--- src/logic/bsp_pkg.sv ---
package bsp_pkg;
  // ------------------------------------------------------------
  // Clock and rate limits
  // ------------------------------------------------------------
  localparam int CLK_PERIOD_PS      = 10000;
  localparam int MIN_CPU_PERIODS    = 2;
  localparam int MAX_RATE_PERIOD_PS = 13300;
  localparam int P2P_PERIOD_PS      = 15000;
  localparam int EXT_MIN_CYCLES     = (MAX_RATE_PERIOD_PS + CLK_PERIOD_PS - 1) / CLK_PERIOD_PS;
  localparam int P2P_MIN_CYCLES     = (P2P_PERIOD_PS + CLK_PERIOD_PS - 1) / CLK_PERIOD_PS;
  localparam int MIN_BIT_CYCLES     = (EXT_MIN_CYCLES > MIN_CPU_PERIODS) ? EXT_MIN_CYCLES : MIN_CPU_PERIODS;
  localparam int P2P_BIT_CYCLES     = (P2P_MIN_CYCLES > MIN_CPU_PERIODS) ? P2P_MIN_CYCLES : MIN_CPU_PERIODS;

  // ------------------------------------------------------------
  // First-bit extra delay, in CPU periods
  // ------------------------------------------------------------
  localparam int FIRST_BIT_DELAY_MIN_P = 2;
  localparam int FIRST_BIT_DELAY_MAX_P = 4;
  localparam logic [2:0] FIRST_BIT_DELAY_CYCLES = 3'((FIRST_BIT_DELAY_MIN_P + FIRST_BIT_DELAY_MAX_P) / 2);

  // ------------------------------------------------------------
  // Field encodings, pin slots, reset values
  // ------------------------------------------------------------
  localparam int DIV_W = 8;
  localparam logic [1:0] DELAY_0 = 2'h0;
  localparam logic [1:0] DELAY_1 = 2'h1;
  localparam logic [1:0] DELAY_2 = 2'h2;
  localparam int PIN_EXT = 0;
  localparam int PIN_RXC = 1;
  localparam int PIN_TXC = 2;
  localparam int PIN_RXF = 3;
  localparam int PIN_TXF = 4;
  localparam int PIN_RXD = 5;
  localparam int PIN_N   = 6;
  localparam logic [7:0] RST_PERIOD_CNT = 8'h00;

  typedef enum logic [1:0] {
    TX_IDLE   = 2'b00,
    TX_DELAY  = 2'b01,
    TX_LAUNCH = 2'b10,
    TX_SHIFT  = 2'b11
  } bsp_tx_state_e;
endpackage : bsp_pkg

--- src/logic/bsp_gen_if.sv ---
`timescale 1ns/1ps
interface bsp_gen_if;
  import bsp_pkg::*;
  logic             src_cpu;
  logic [DIV_W-1:0] divider;
  logic             ext_rise;
  logic             gen_level;
  logic             gen_rise;
  logic             gen_fall;
  modport gen  (input src_cpu, divider, ext_rise, output gen_level, gen_rise, gen_fall);
  modport user (output src_cpu, divider, ext_rise, input gen_level, gen_rise, gen_fall);
endinterface : bsp_gen_if

--- src/logic/bsp_clk_gen.sv ---
`timescale 1ns/1ps
module bsp_clk_gen
  import bsp_pkg::*;
(
  input wire logic clk,
  input wire logic reset_n,
  bsp_gen_if.gen   g
);
  // ------------------------------------------------------------
  // Phase lengths in half input periods
  // ------------------------------------------------------------
  logic [DIV_W:0] half_hi;
  logic [DIV_W:0] half_lo;
  logic [DIV_W:0] target;
  logic [DIV_W:0] cnt;
  logic           tick;
  logic           level;

  always_comb begin
    if (g.divider == '0) begin
      half_hi = (DIV_W+1)'(1);
      half_lo = (DIV_W+1)'(1);
    end else if (!g.divider[0]) begin
      half_hi = {1'b0, g.divider} + (DIV_W+1)'(2);
      half_lo = {1'b0, g.divider};
    end else begin
      half_hi = {1'b0, g.divider} + (DIV_W+1)'(1);
      half_lo = {1'b0, g.divider} + (DIV_W+1)'(1);
    end
  end

  // CPU source: one half period is one clk; external: whole ticks only
  always_comb begin
    if (g.src_cpu) begin
      target = level ? half_hi : half_lo;
    end else begin
      target = ((level ? half_hi : half_lo) + (DIV_W+1)'(1)) >> 1;
    end
  end

  assign tick = g.src_cpu ? 1'b1 : g.ext_rise;

  always_ff @(posedge clk) begin
    if (!reset_n) begin
      cnt        <= (DIV_W+1)'(1);
      level      <= 1'b0;
      g.gen_rise <= 1'b0;
      g.gen_fall <= 1'b0;
    end else begin
      g.gen_rise <= 1'b0;
      g.gen_fall <= 1'b0;
      if (tick) begin
        if (cnt >= target) begin
          cnt        <= (DIV_W+1)'(1);
          level      <= ~level;
          g.gen_rise <= ~level;
          g.gen_fall <= level;
        end else begin
          cnt <= cnt + (DIV_W+1)'(1);
        end
      end
    end
  end

  assign g.gen_level = level;
endmodule : bsp_clk_gen

--- src/logic/bsp_serial_port.sv ---
`timescale 1ns/1ps
module bsp_serial_port
  import bsp_pkg::*;
#(
  parameter int WORD_BITS  = 8,
  parameter int FRAME_BITS = 16
)(
  input  wire logic                 clk,
  input  wire logic                 reset_n,
  input  wire logic                 gen_clock_source_sel,
  input  wire logic [DIV_W-1:0]     bit_clock_divider,
  input  wire logic                 rx_clock_polarity,
  input  wire logic                 tx_clock_polarity,
  input  wire logic                 rx_frame_polarity,
  input  wire logic                 tx_frame_polarity,
  input  wire logic                 rx_clock_dir,
  input  wire logic                 tx_clock_dir,
  input  wire logic                 rx_frame_dir,
  input  wire logic                 tx_frame_dir,
  input  wire logic [1:0]           rx_data_delay,
  input  wire logic [1:0]           tx_data_delay,
  input  wire logic                 tx_first_bit_delay_en,
  input  wire logic                 frame_resync_en,
  input  wire logic                 ext_clock_in,
  input  wire logic                 rx_bit_clock_in,
  output logic                      rx_bit_clock_out,
  output logic                      rx_bit_clock_oe,
  input  wire logic                 tx_bit_clock_in,
  output logic                      tx_bit_clock_out,
  output logic                      tx_bit_clock_oe,
  input  wire logic                 rx_frame_sync_in,
  output logic                      rx_frame_sync_out,
  output logic                      rx_frame_sync_oe,
  input  wire logic                 tx_frame_sync_in,
  output logic                      tx_frame_sync_out,
  output logic                      tx_frame_sync_oe,
  input  wire logic                 serial_rx_data,
  output logic                      serial_tx_data,
  output logic                      serial_tx_data_oe,
  input  wire logic [WORD_BITS-1:0] tx_word,
  output logic                      tx_word_taken,
  output logic [WORD_BITS-1:0]      rx_word,
  output logic                      rx_word_valid,
  output logic                      port_to_port_mode,
  output logic                      rate_fault
);
  localparam int BC_W = $clog2(WORD_BITS + 1);
  localparam int FC_W = $clog2(FRAME_BITS);

  // ------------------------------------------------------------
  // Pin synchronisers
  // ------------------------------------------------------------
  logic [PIN_N-1:0] pin_raw;
  logic [PIN_N-1:0] s1;
  logic [PIN_N-1:0] s2;
  logic [PIN_N-1:0] s3;
  logic [PIN_N-1:0] filt;
  logic [PIN_N-1:0] filt_q;

  assign pin_raw = {serial_rx_data, tx_frame_sync_in, rx_frame_sync_in,
                    tx_bit_clock_in, rx_bit_clock_in, ext_clock_in};

  // A change only counts once stages two and three agree
  genvar i;
  generate
    for (i = 0; i < PIN_N; i++) begin : g_sync
      always_ff @(posedge clk) begin
        if (!reset_n) begin
          s1[i]     <= 1'b0;
          s2[i]     <= 1'b0;
          s3[i]     <= 1'b0;
          filt[i]   <= 1'b0;
          filt_q[i] <= 1'b0;
        end else begin
          s1[i]     <= pin_raw[i];
          s2[i]     <= s1[i];
          s3[i]     <= s2[i];
          filt_q[i] <= filt[i];
          if (s2[i] == s3[i]) begin
            filt[i] <= s3[i];
          end
        end
      end
    end
  endgenerate

  // ------------------------------------------------------------
  // Bit clock generator
  // ------------------------------------------------------------
  bsp_gen_if gif ();

  assign gif.src_cpu  = gen_clock_source_sel;
  assign gif.divider  = bit_clock_divider;
  assign gif.ext_rise = filt[PIN_EXT] & ~filt_q[PIN_EXT];

  bsp_clk_gen u_gen (
    .clk     (clk),
    .reset_n (reset_n),
    .g       (gif)
  );

  // ------------------------------------------------------------
  // Internal clock views and edges
  // ------------------------------------------------------------
  logic txc;
  logic txc_q;
  logic rxc;
  logic rxc_q;
  logic tx_rise;
  logic tx_fall;
  logic rx_fall;
  logic ext_rise;

  assign ext_rise = gif.ext_rise;
  assign txc = tx_clock_dir ? gif.gen_level : (filt[PIN_TXC] ^ tx_clock_polarity);
  assign rxc = rx_clock_dir ? gif.gen_level : (filt[PIN_RXC] ^ rx_clock_polarity);

  always_ff @(posedge clk) begin
    if (!reset_n) begin
      txc_q <= 1'b0;
      rxc_q <= 1'b0;
    end else begin
      txc_q <= txc;
      rxc_q <= rxc;
    end
  end

  assign tx_rise = txc & ~txc_q;
  assign tx_fall = ~txc & txc_q;
  assign rx_fall = ~rxc & rxc_q;

  // ------------------------------------------------------------
  // Internal frame sync
  // ------------------------------------------------------------
  logic [FC_W-1:0] fcnt;
  logic            fs_gen;

  always_ff @(posedge clk) begin
    if (!reset_n) begin
      fcnt   <= '0;
      fs_gen <= 1'b0;
    end else if (tx_rise) begin
      fs_gen <= (fcnt == '0);
      fcnt   <= (fcnt == FC_W'(FRAME_BITS - 1)) ? '0 : fcnt + FC_W'(1);
    end
  end

  // ------------------------------------------------------------
  // Transmit frame detection
  // ------------------------------------------------------------
  logic txf_lvl;
  logic txf_q;
  logic tx_start;

  assign txf_lvl = filt[PIN_TXF] ^ tx_frame_polarity;

  always_ff @(posedge clk) begin
    if (!reset_n) begin
      txf_q <= 1'b0;
    end else if (tx_fall) begin
      txf_q <= txf_lvl;
    end
  end

  always_comb begin
    if (tx_frame_dir) begin
      tx_start = tx_rise & (fcnt == '0);
    end else if (tx_data_delay == DELAY_0) begin
      // Zero delay: first bit follows the sync edge, not the clock
      tx_start = txf_lvl & ~(filt_q[PIN_TXF] ^ tx_frame_polarity);
    end else begin
      tx_start = tx_fall & txf_lvl & ~txf_q;
    end
  end

  // ------------------------------------------------------------
  // Transmitter
  // ------------------------------------------------------------
  bsp_tx_state_e            tx_state;
  logic [WORD_BITS-1:0]     tx_sh;
  logic [BC_W-1:0]          tx_left;
  logic [1:0]               tx_dly;
  logic [2:0]               tx_wait;

  always_ff @(posedge clk) begin
    if (!reset_n) begin
      tx_state          <= TX_IDLE;
      tx_sh             <= '0;
      tx_left           <= '0;
      tx_dly            <= 2'h0;
      tx_wait           <= 3'h0;
      tx_word_taken     <= 1'b0;
      serial_tx_data    <= 1'b0;
      serial_tx_data_oe <= 1'b0;
    end else begin
      tx_word_taken <= 1'b0;
      case (tx_state)
        TX_IDLE: begin
          if (tx_start) begin
            tx_sh         <= tx_word;
            tx_left       <= BC_W'(WORD_BITS);
            tx_word_taken <= 1'b1;
            tx_dly        <= tx_data_delay;
            tx_wait       <= FIRST_BIT_DELAY_CYCLES;
            tx_state      <= (tx_data_delay == DELAY_0) ? TX_LAUNCH : TX_DELAY;
          end
        end
        TX_DELAY: begin
          if (tx_rise) begin
            tx_dly <= tx_dly - 2'h1;
            if (tx_dly == DELAY_1) begin
              tx_state <= TX_LAUNCH;
            end
          end
        end
        TX_LAUNCH: begin
          // Extra hold only on the first bit of the frame
          if (tx_first_bit_delay_en && tx_wait != 3'h0) begin
            tx_wait <= tx_wait - 3'h1;
          end else begin
            serial_tx_data    <= tx_sh[WORD_BITS-1];
            serial_tx_data_oe <= 1'b1;
            tx_sh             <= {tx_sh[WORD_BITS-2:0], 1'b0};
            tx_left           <= tx_left - BC_W'(1);
            tx_state          <= TX_SHIFT;
          end
        end
        TX_SHIFT: begin
          if (tx_rise) begin
            if (tx_left == '0) begin
              serial_tx_data_oe <= 1'b0;
              tx_state          <= TX_IDLE;
            end else begin
              serial_tx_data <= tx_sh[WORD_BITS-1];
              tx_sh          <= {tx_sh[WORD_BITS-2:0], 1'b0};
              tx_left        <= tx_left - BC_W'(1);
            end
          end
        end
        default: begin
          tx_state <= TX_IDLE;
        end
      endcase
    end
  end

  // ------------------------------------------------------------
  // Receive frame detection
  // ------------------------------------------------------------
  logic rxf_resync;
  logic rxf_src;
  logic rxf_q;
  logic rx_start;

  always_ff @(posedge clk) begin
    if (!reset_n) begin
      rxf_resync <= 1'b0;
    end else if (ext_rise) begin
      rxf_resync <= filt[PIN_RXF] ^ rx_frame_polarity;
    end
  end

  always_comb begin
    if (rx_frame_dir) begin
      rxf_src = fs_gen;
    end else if (frame_resync_en) begin
      rxf_src = rxf_resync;
    end else begin
      rxf_src = filt[PIN_RXF] ^ rx_frame_polarity;
    end
  end

  always_ff @(posedge clk) begin
    if (!reset_n) begin
      rxf_q <= 1'b0;
    end else if (rx_fall) begin
      rxf_q <= rxf_src;
    end
  end

  assign rx_start = rx_fall & rxf_src & ~rxf_q;

  // ------------------------------------------------------------
  // Receiver
  // ------------------------------------------------------------
  logic                 rx_busy;
  logic [1:0]           rx_dly;
  logic [BC_W-1:0]      rx_left;
  logic [WORD_BITS-1:0] rx_sh;

  always_ff @(posedge clk) begin
    if (!reset_n) begin
      rx_busy       <= 1'b0;
      rx_dly        <= 2'h0;
      rx_left       <= '0;
      rx_sh         <= '0;
      rx_word       <= '0;
      rx_word_valid <= 1'b0;
    end else begin
      rx_word_valid <= 1'b0;
      if (rx_start && !rx_busy) begin
        rx_busy <= 1'b1;
        rx_left <= BC_W'(WORD_BITS);
        rx_dly  <= rx_data_delay;
        if (rx_data_delay == DELAY_0) begin
          rx_sh   <= {rx_sh[WORD_BITS-2:0], filt[PIN_RXD]};
          rx_left <= BC_W'(WORD_BITS - 1);
        end
      end else if (rx_busy && rx_fall) begin
        if (rx_dly != DELAY_0) begin
          rx_dly <= rx_dly - 2'h1;
          if (rx_dly == DELAY_1) begin
            rx_sh   <= {rx_sh[WORD_BITS-2:0], filt[PIN_RXD]};
            rx_left <= rx_left - BC_W'(1);
          end
        end else if (rx_left != '0) begin
          rx_sh   <= {rx_sh[WORD_BITS-2:0], filt[PIN_RXD]};
          rx_left <= rx_left - BC_W'(1);
        end
      end
      if (rx_busy && rx_left == '0 && rx_dly == DELAY_0) begin
        rx_busy       <= 1'b0;
        rx_word       <= rx_sh;
        rx_word_valid <= 1'b1;
      end
    end
  end

  // ------------------------------------------------------------
  // Rate check
  // ------------------------------------------------------------
  // Flags a programmed or supplied transmit bit clock below the minimum period
  logic [7:0] per_cnt;
  logic       p2p_now;

  assign p2p_now = tx_clock_dir & tx_frame_dir & ~rx_clock_dir & ~rx_frame_dir &
                   ((tx_data_delay == DELAY_1) | (tx_data_delay == DELAY_2));

  always_ff @(posedge clk) begin
    if (!reset_n) begin
      per_cnt           <= RST_PERIOD_CNT;
      rate_fault        <= 1'b0;
      port_to_port_mode <= 1'b0;
    end else begin
      port_to_port_mode <= p2p_now;
      if (tx_rise) begin
        per_cnt    <= RST_PERIOD_CNT;
        rate_fault <= (32'(per_cnt) + 1) < (p2p_now ? P2P_BIT_CYCLES : MIN_BIT_CYCLES);
      end else if (per_cnt != 8'hff) begin
        per_cnt <= per_cnt + 8'h01;
      end
    end
  end

  // ------------------------------------------------------------
  // Pin drivers
  // ------------------------------------------------------------
  always_ff @(posedge clk) begin
    if (!reset_n) begin
      tx_bit_clock_out  <= 1'b0;
      tx_bit_clock_oe   <= 1'b0;
      rx_bit_clock_out  <= 1'b0;
      rx_bit_clock_oe   <= 1'b0;
      tx_frame_sync_out <= 1'b0;
      tx_frame_sync_oe  <= 1'b0;
      rx_frame_sync_out <= 1'b0;
      rx_frame_sync_oe  <= 1'b0;
    end else begin
      tx_bit_clock_out  <= gif.gen_level ^ tx_clock_polarity;
      tx_bit_clock_oe   <= tx_clock_dir;
      rx_bit_clock_out  <= gif.gen_level ^ rx_clock_polarity;
      rx_bit_clock_oe   <= rx_clock_dir;
      tx_frame_sync_out <= fs_gen ^ tx_frame_polarity;
      tx_frame_sync_oe  <= tx_frame_dir;
      rx_frame_sync_out <= fs_gen ^ rx_frame_polarity;
      rx_frame_sync_oe  <= rx_frame_dir;
    end
  end
endmodule : bsp_serial_port

--- config.mk ---
export PLATFORM = sky130hd
export DESIGN_NAME = bsp_serial_port
export DESIGN_NICKNAME = d
export VERILOG_FILES = /design/src/logic/bsp_pkg.sv /design/src/logic/bsp_gen_if.sv /design/src/logic/bsp_clk_gen.sv /design/src/logic/bsp_serial_port.sv
export SDC_FILE = /design/constraint.sdc
export NUM_CORES = 1
export LEC_CHECK = 0
export BUFFER_PORTS_ARGS = -buffer_cell sky130_fd_sc_hd__buf_2
export CORE_MARGIN = 2
export CORE_UTILIZATION = 53
export DETAILED_ROUTE_END_ITERATION = 12
export PLACE_DENSITY = 0.83
export SLEW_MARGIN = 20
export SYNTH_ARGS = -nofsm -noshare
export SYNTH_HDL_FRONTEND = slang
export SYNTH_SLANG_ARGS = --single-unit
--- constraint.sdc ---
create_clock -name clk -period 2.8 [get_ports clk]
set_clock_uncertainty 0.1 [all_clocks]
set_input_delay 0.14 -clock clk [delete_from_list [all_inputs] [get_ports clk]]
set_output_delay 0.14 -clock clk [all_outputs]
set_load 0.02 [all_outputs]
Yosys cells after proc, flatten, opt, wreduce, memory -nomap -nowiden
Cells that the tools add are included.
- word-level logic and storage cells: 235
- register bits: 110
- input bits: 39
- output and inout bits: 22
- multiplexer cells: 64
- reductions and logical operators: 37
- $lt $le $gt $ge: 2
- add/subtract/negate cells: 12
- bitwise logic cells: 35
- equal/unequal tests: 25
- operator list (cell ; count):
    2-to-1 mux 8 bit ; 10
    2-to-1 mux 9 bit ; 7
    2-to-1 mux 4 bit ; 11
    2-to-1 mux 2 bit ; 12
    one-hot mux 8 bit (3 select lines) ; 1
    adder 8 x 1 -> 9 bit, second input constant ; 2
    adder 9 x 1 -> 9 bit, second input constant ; 2
    inequality test 2 bit, second input constant ; 8
    2-to-1 mux 1 bit ; 15
    AND 1 bit ; 14
    logical NOT 4 bit ; 3
    one-hot mux 4 bit (3 select lines) ; 1
    AND reduction 4 bit ; 3
    nonzero test 2 bit ; 6
    NOT 1 bit ; 11
    adder 8 x 2 -> 9 bit, second input constant ; 1
    >= comparator 9 bit ; 1
    less-than comparator 9 x 2 -> 1 bit, second input constant ; 1
    AND reduction 3 bit ; 3
    nonzero test 3 bit ; 3
    XOR 1 bit ; 9
    adder 8 x 1 -> 8 bit, second input constant ; 1
    equality test 2 x 1 -> 1 bit, second input constant ; 4
    logical NOT 2 bit ; 4
    24 further kinds ; 42

Longest topological paths before layout
- word-level depth: 10
- depth in mapped cells: 17
- mapped depth without buffers: 17

Cells and area by module
From an unflattened synthesis, not the netlist that was laid out.
- cell total of the unflattened synthesis: 635
- area total of the unflattened synthesis: 5637.9 µm²
- by module, submodules not included (module ; sequential area each (µm²) ; area an instance (µm²) ; cells each ; times used):
    bsp_serial_port ; 2001.9 ; 4446.8 ; 496 ; 1
    bsp_clk_gen ; 240.2 ; 1191.1 ; 139 ; 1

Least setup slack after synthesis
Ideal clock, no wire load.
- kind: flip-flop to flip-flop
- start: register u_gen.level (netlist: u_gen.g.gen_level)
- end: register u_gen.cnt[2]
- stages on the path, launching flop included: 14
- library setup time: 0.142 ns
- required time: 2.558 ns
- data arrival time: 2.820 ns
- path slack: -0.263 ns
- path buffers: 1
- period minus slack after synthesis: 3.063 ns
- cell sequence: dfxtp_1 > clkbuf_1 > o21ai_0 > xnor2_1 > nand2_1 > nor3_1 > a21oi_1 > o32a_1 > ha_1 > nor2b_1 > o21ai_0 > o211a_1 > o31ai_1 > nor2_1
- cells in the longest elaborated chain, start to end: 5
- RTL lines (item ; line ; RTL):
    from (decl) ; bsp_clk_gen.sv:17 ; logic level;
    from (signal assigned) ; bsp_clk_gen.sv:55 ; level <= ~level;
    2-to-1 mux 9 bit (*) ; bsp_clk_gen.sv:35, bsp_clk_gen.sv:37 ;
    adder 9 x 1 -> 9 bit ; bsp_clk_gen.sv:37 ; target = ((level ? half_hi : half_lo) + (DIV_W+1)'(1)) >> 1;
    2-to-1 mux 9 bit (*) ; bsp_clk_gen.sv:34 ; if (g.src_cpu) begin
    >= comparator 9 bit (*) ; bsp_clk_gen.sv:53 ; if (cnt >= target) begin
    2-to-1 mux 9 bit (*) ; bsp_clk_gen.sv:53 ;
    to (signal assigned) ; bsp_clk_gen.sv:45 ; cnt <= (DIV_W+1)'(1);
    to (signal assigned) ; bsp_clk_gen.sv:54 ; cnt <= (DIV_W+1)'(1);
    to (signal assigned) ; bsp_clk_gen.sv:59 ; cnt <= cnt + (DIV_W+1)'(1);
    to (decl) ; bsp_clk_gen.sv:15 ; logic [DIV_W:0] cnt;
Mark *: on every way between the ends. The rest lies on a longest branch, timed or not.
A chain may end at the register's enable or synchronous reset.

Worst setup path in the final report
- start: register u_gen.level (netlist: u_gen.g.gen_level)
- end: register u_gen.level (netlist: u_gen.g.gen_level)
- cells in the longest elaborated chain, start to end: 5
- elaborated cells between the ends (all ways): 6
- those cells by class: add/sub (1); order compare (1); mux (2); bitwise (1); reduce/logical (1)
- RTL lines (item ; line):
    2-to-1 mux 9 bit ; bsp_clk_gen.sv:35, bsp_clk_gen.sv:37
    adder 9 x 1 -> 9 bit ; bsp_clk_gen.sv:37
    2-to-1 mux 9 bit ; bsp_clk_gen.sv:34
    >= comparator 9 bit ; bsp_clk_gen.sv:53
    AND reduction 2 bit (no line) ; -
Parallel ways exist; a longest one is shown, timed or not.

==> results.sh <==
export IMPL_hold_viol=0
export IMPL_drt_first_pass_iters=5
export IMPL_grt_remaining_overflow=0
export IMPL_rsz0062_at_grt="yes"
export IMPL_cp_end_kind="register"
export IMPL_die_x_um=104
export IMPL_diodes=0
export IMPL_layout_setup_ws_ns=-0.100
export IMPL_cp_max_fo=5
export IMPL_numCtsBuffers=9
export IMPL_crit_type="reg2reg"
export IMPL_cap_violations=0
export IMPL_postLayoutCoreUtil_pct=66.0
export IMPL_crit_chain="buf_6, mux2i_1, mux2i_1, nand2_2, nor3_4, a21oi_2, o32a_1, ha_4, nand4_1, o211a_4, or4_4, a21oi_2"
export IMPL_synth_seq_cells=110
export IMPL_core_area_um2=9770
export IMPL_dp_cells=791
export IMPL_cp_buffers_inverters=1
export IMPL_grtUsageTotal_pct=21.1
export IMPL_first_global_vias=4344
export IMPL_powerDensity_nw_per_um2=582
export IMPL_status="complete, but fails checks"
export IMPL_synth_ff_type="dfxtp_1"
export IMPL_p_leak_nw=2.63
export IMPL_fp_row_count=36
export IMPL_post_dp_hpwl_um=7970
export IMPL_fmaxAchievable_ghz=0.345
export IMPL_syn_nets=671
export IMPL_io_buffers=60
export IMPL_ioPinCount=61
export IMPL_drc_errors=0
export IMPL_worst_pin_slew_ns=0.744
export IMPL_fp_dieArea_um2=10900
export IMPL_antenna_found_initial=0
export IMPL_final_layout_size_suffix_gt1_share_pct=20.0
export IMPL_min_path_type="in2reg"
export IMPL_numClockSinks=110
export IMPL_clk_latency_ns=0.38
export IMPL_cts_root_buf="clkbuf_8"
export IMPL_ff2ff_path_depth=12
export IMPL_required_ns=3.01
export IMPL_violations="negative setup slack"
export IMPL_viasPerCell=5.53
export IMPL_drtIter0Drc=215
export IMPL_crit_slowest_cell="or4_4"
export IMPL_grt_max_degree=47
export IMPL_synthDistinctLibCells=61
export IMPL_whs_path_depth=3
export IMPL_total_power_w=0.00375
export IMPL_finalSetupTns_ns=-0.478
export IMPL_crit_path_max_incr_delay_ns=0.48
export IMPL_grt_pass1_wl_um=19300
export IMPL_fillers=762
export IMPL_htree_levels=3
export IMPL_cp_data_arrival_time_ns=3.11
export IMPL_stdcell_count=832
export IMPL_finalCriticalPeriod_ns=2.90
export IMPL_synthArstFlopShare_pct=0
export IMPL_relSlewSlack_pct=50.2
export IMPL_drv_slew=0
export IMPL_initial_utilization_pct=54.4
export IMPL_drt_wl_total_um=11700
export IMPL_cp_top_family="simple AND/OR/NAND/NOR gates"
export IMPL_yosysSeqAreaShare_pct=41.4
export IMPL_die_h_um=104
export IMPL_syn_instance_count=600
export IMPL_area_growth_syn_to_layout_pct=21.2
export IMPL_irDropWorstVdd_uv=455
export IMPL_synth_area_per_cell_um2=8.86
export IMPL_synth_edf_count=0
export IMPL_via_count=4598
export IMPL_drt_wirelength_per_cell_um=14.1
export IMPL_fin_crit_sh_pct=104
export IMPL_tritoncts="yes"
export IMPL_cp_depth=12
export IMPL_synth_area_um2=5320
export IMPL_mostFrequentLayoutCells="dfxtp_1 (109), nor2_1 (68), buf_2 (60)"
export IMPL_ys_warn_count=0
export IMPL_fin_nets=765
export IMPL_setup_viol=8
export IMPL_final_common_cell="dfxtp_1"
export IMPL_clk_pin_slew_ns=0.11
export IMPL_globalplace_congestion=0.810
export IMPL_start_kind="register"
export IMPL_ant_nets=0
export IMPL_clockBufferDepth=2
export IMPL_holdWs_ns=0.00722
-- state kept, by name, indices dropped and copies added (netlist names), 2 cells and up --
register / cells
rx_word: 8
per_cnt: 8
fcnt: 4
tx_wait: 3
s1: 6
tx_left: 4
u_gen.cnt: 9
tx_dly: 2
s3: 6
filt: 6
tx_sh: 8
rx_left: 4
s2: 6
rx_dly: 2
tx_state: 2
rx_sh: 8
filt_q: 2
-- power breakdown --
part | total [W] | switching, W | leakage [nW] | internal, W
combinational | 0.000957 | 0.000551 | 1.62 | 0.000405
sequential | 0.00181 | 0.0000989 | 0.898 | 0.00171
clock | 0.000984 | 0.000617 | 0.108 | 0.000367
total | 0.00375 | 0.00127 | 2.63 | 0.00248
-- cell type report --
| class | count | area [um^2] | share of cell area, % |
|---|---|---|---|
| clock buffers | 9 | 124 | 1.92 |
| clock inverters | 7 | 98.8 | 1.53 |
| inverters | 30 | 113 | 1.75 |
| multi-input cells | 435 | 3020 | 46.8 |
| flip-flops and latches | 110 | 2210 | 34.2 |
| well taps | 133 | 166 | 2.58 |
| repair buffers | 108 | 723 | 11.2 |
-- final timing paths --
path,startpoint,end,slack (ns)
max,u_gen.g.gen_level,u_gen.g.gen_level,-0.10
min,tx_word[6],tx_sh[6],0.007
max reg2reg,u_gen.g.gen_level,u_gen.g.gen_level,-0.10
min reg2reg,s1[5],s2[5],0.34
-- per-layer routing --
layer	track usage (%)	vias to the layer above	part of all wire, %
met5	0	-	0
met4	6.95	0	1.3
met3	4.20	15	3.6
met2	37.9	106	52
met1	25.2	2181	43
li1	-	2296	-
-- worst min-delay path, cell delays in order --
cell     delay, ns
buf_2         0.10
mux2i_1       0.12
o31ai_1       0.08
-- per-stage QoR --
stage               setup WS (ns)  cell area (um^2)
global route               -0.221              6450
CTS                       -0.0876              6350
finish                     -0.100              6450
floorplan                  0.0145              5340
global placement           -0.177              5870
detailed placement         -0.316              5870
-- synth_stat cells, drive strengths merged, types with 5 or more instances --
| master | count | area (um^2) |
|---|---|---|
| o31ai | 10 | 75.1 |
| ha | 32 | 400 |
| dfxtp | 110 | 2200 |
| xnor2 | 20 | 175 |
| and2 | 26 | 164 |
| nand3 | 30 | 155 |
| a21oi | 33 | 165 |
| nor2b | 6 | 37.5 |
| a211oi | 9 | 67.6 |
| o211a | 5 | 50.1 |
| nor2 | 69 | 259 |
| nand2 | 41 | 154 |
| o21ai | 31 | 155 |
| buf | 9 | 45.0 |
| clkbuf | 16 | 60.1 |
| o211ai | 6 | 45.0 |
| nor3 | 9 | 45.0 |
| nand4 | 9 | 56.3 |
| mux2i | 28 | 280 |
| xor2 | 8 | 70.1 |
| inv | 30 | 113 |
-- cells by family after synthesis --
kind of cell             Yosys count  synth area share, %
AND/OR/NAND/NOR                  221                 20.7
AO/OA/AOI/OAI                    123                 15.7
flip-flops                       110                 41.4
buffers and inverters             55                 4.09
adder cells (fa/ha/maj)           32                 7.53
multiplexers                      31                 5.91
XOR/XNOR                          28                 4.61
-- repair_timing --
item / in CTS / in global routing
hold endpoints to repair: 20 / 2
gates resized for setup: 11 / 15
endpoints found under the setup margin: 9 / 17
buffers inserted: 3 / 0
pin swaps: 14 / 5
hold buffers: 20 / 2
cloned: 0 / 0
Note: power is estimated with default switching activity, not from simulation.
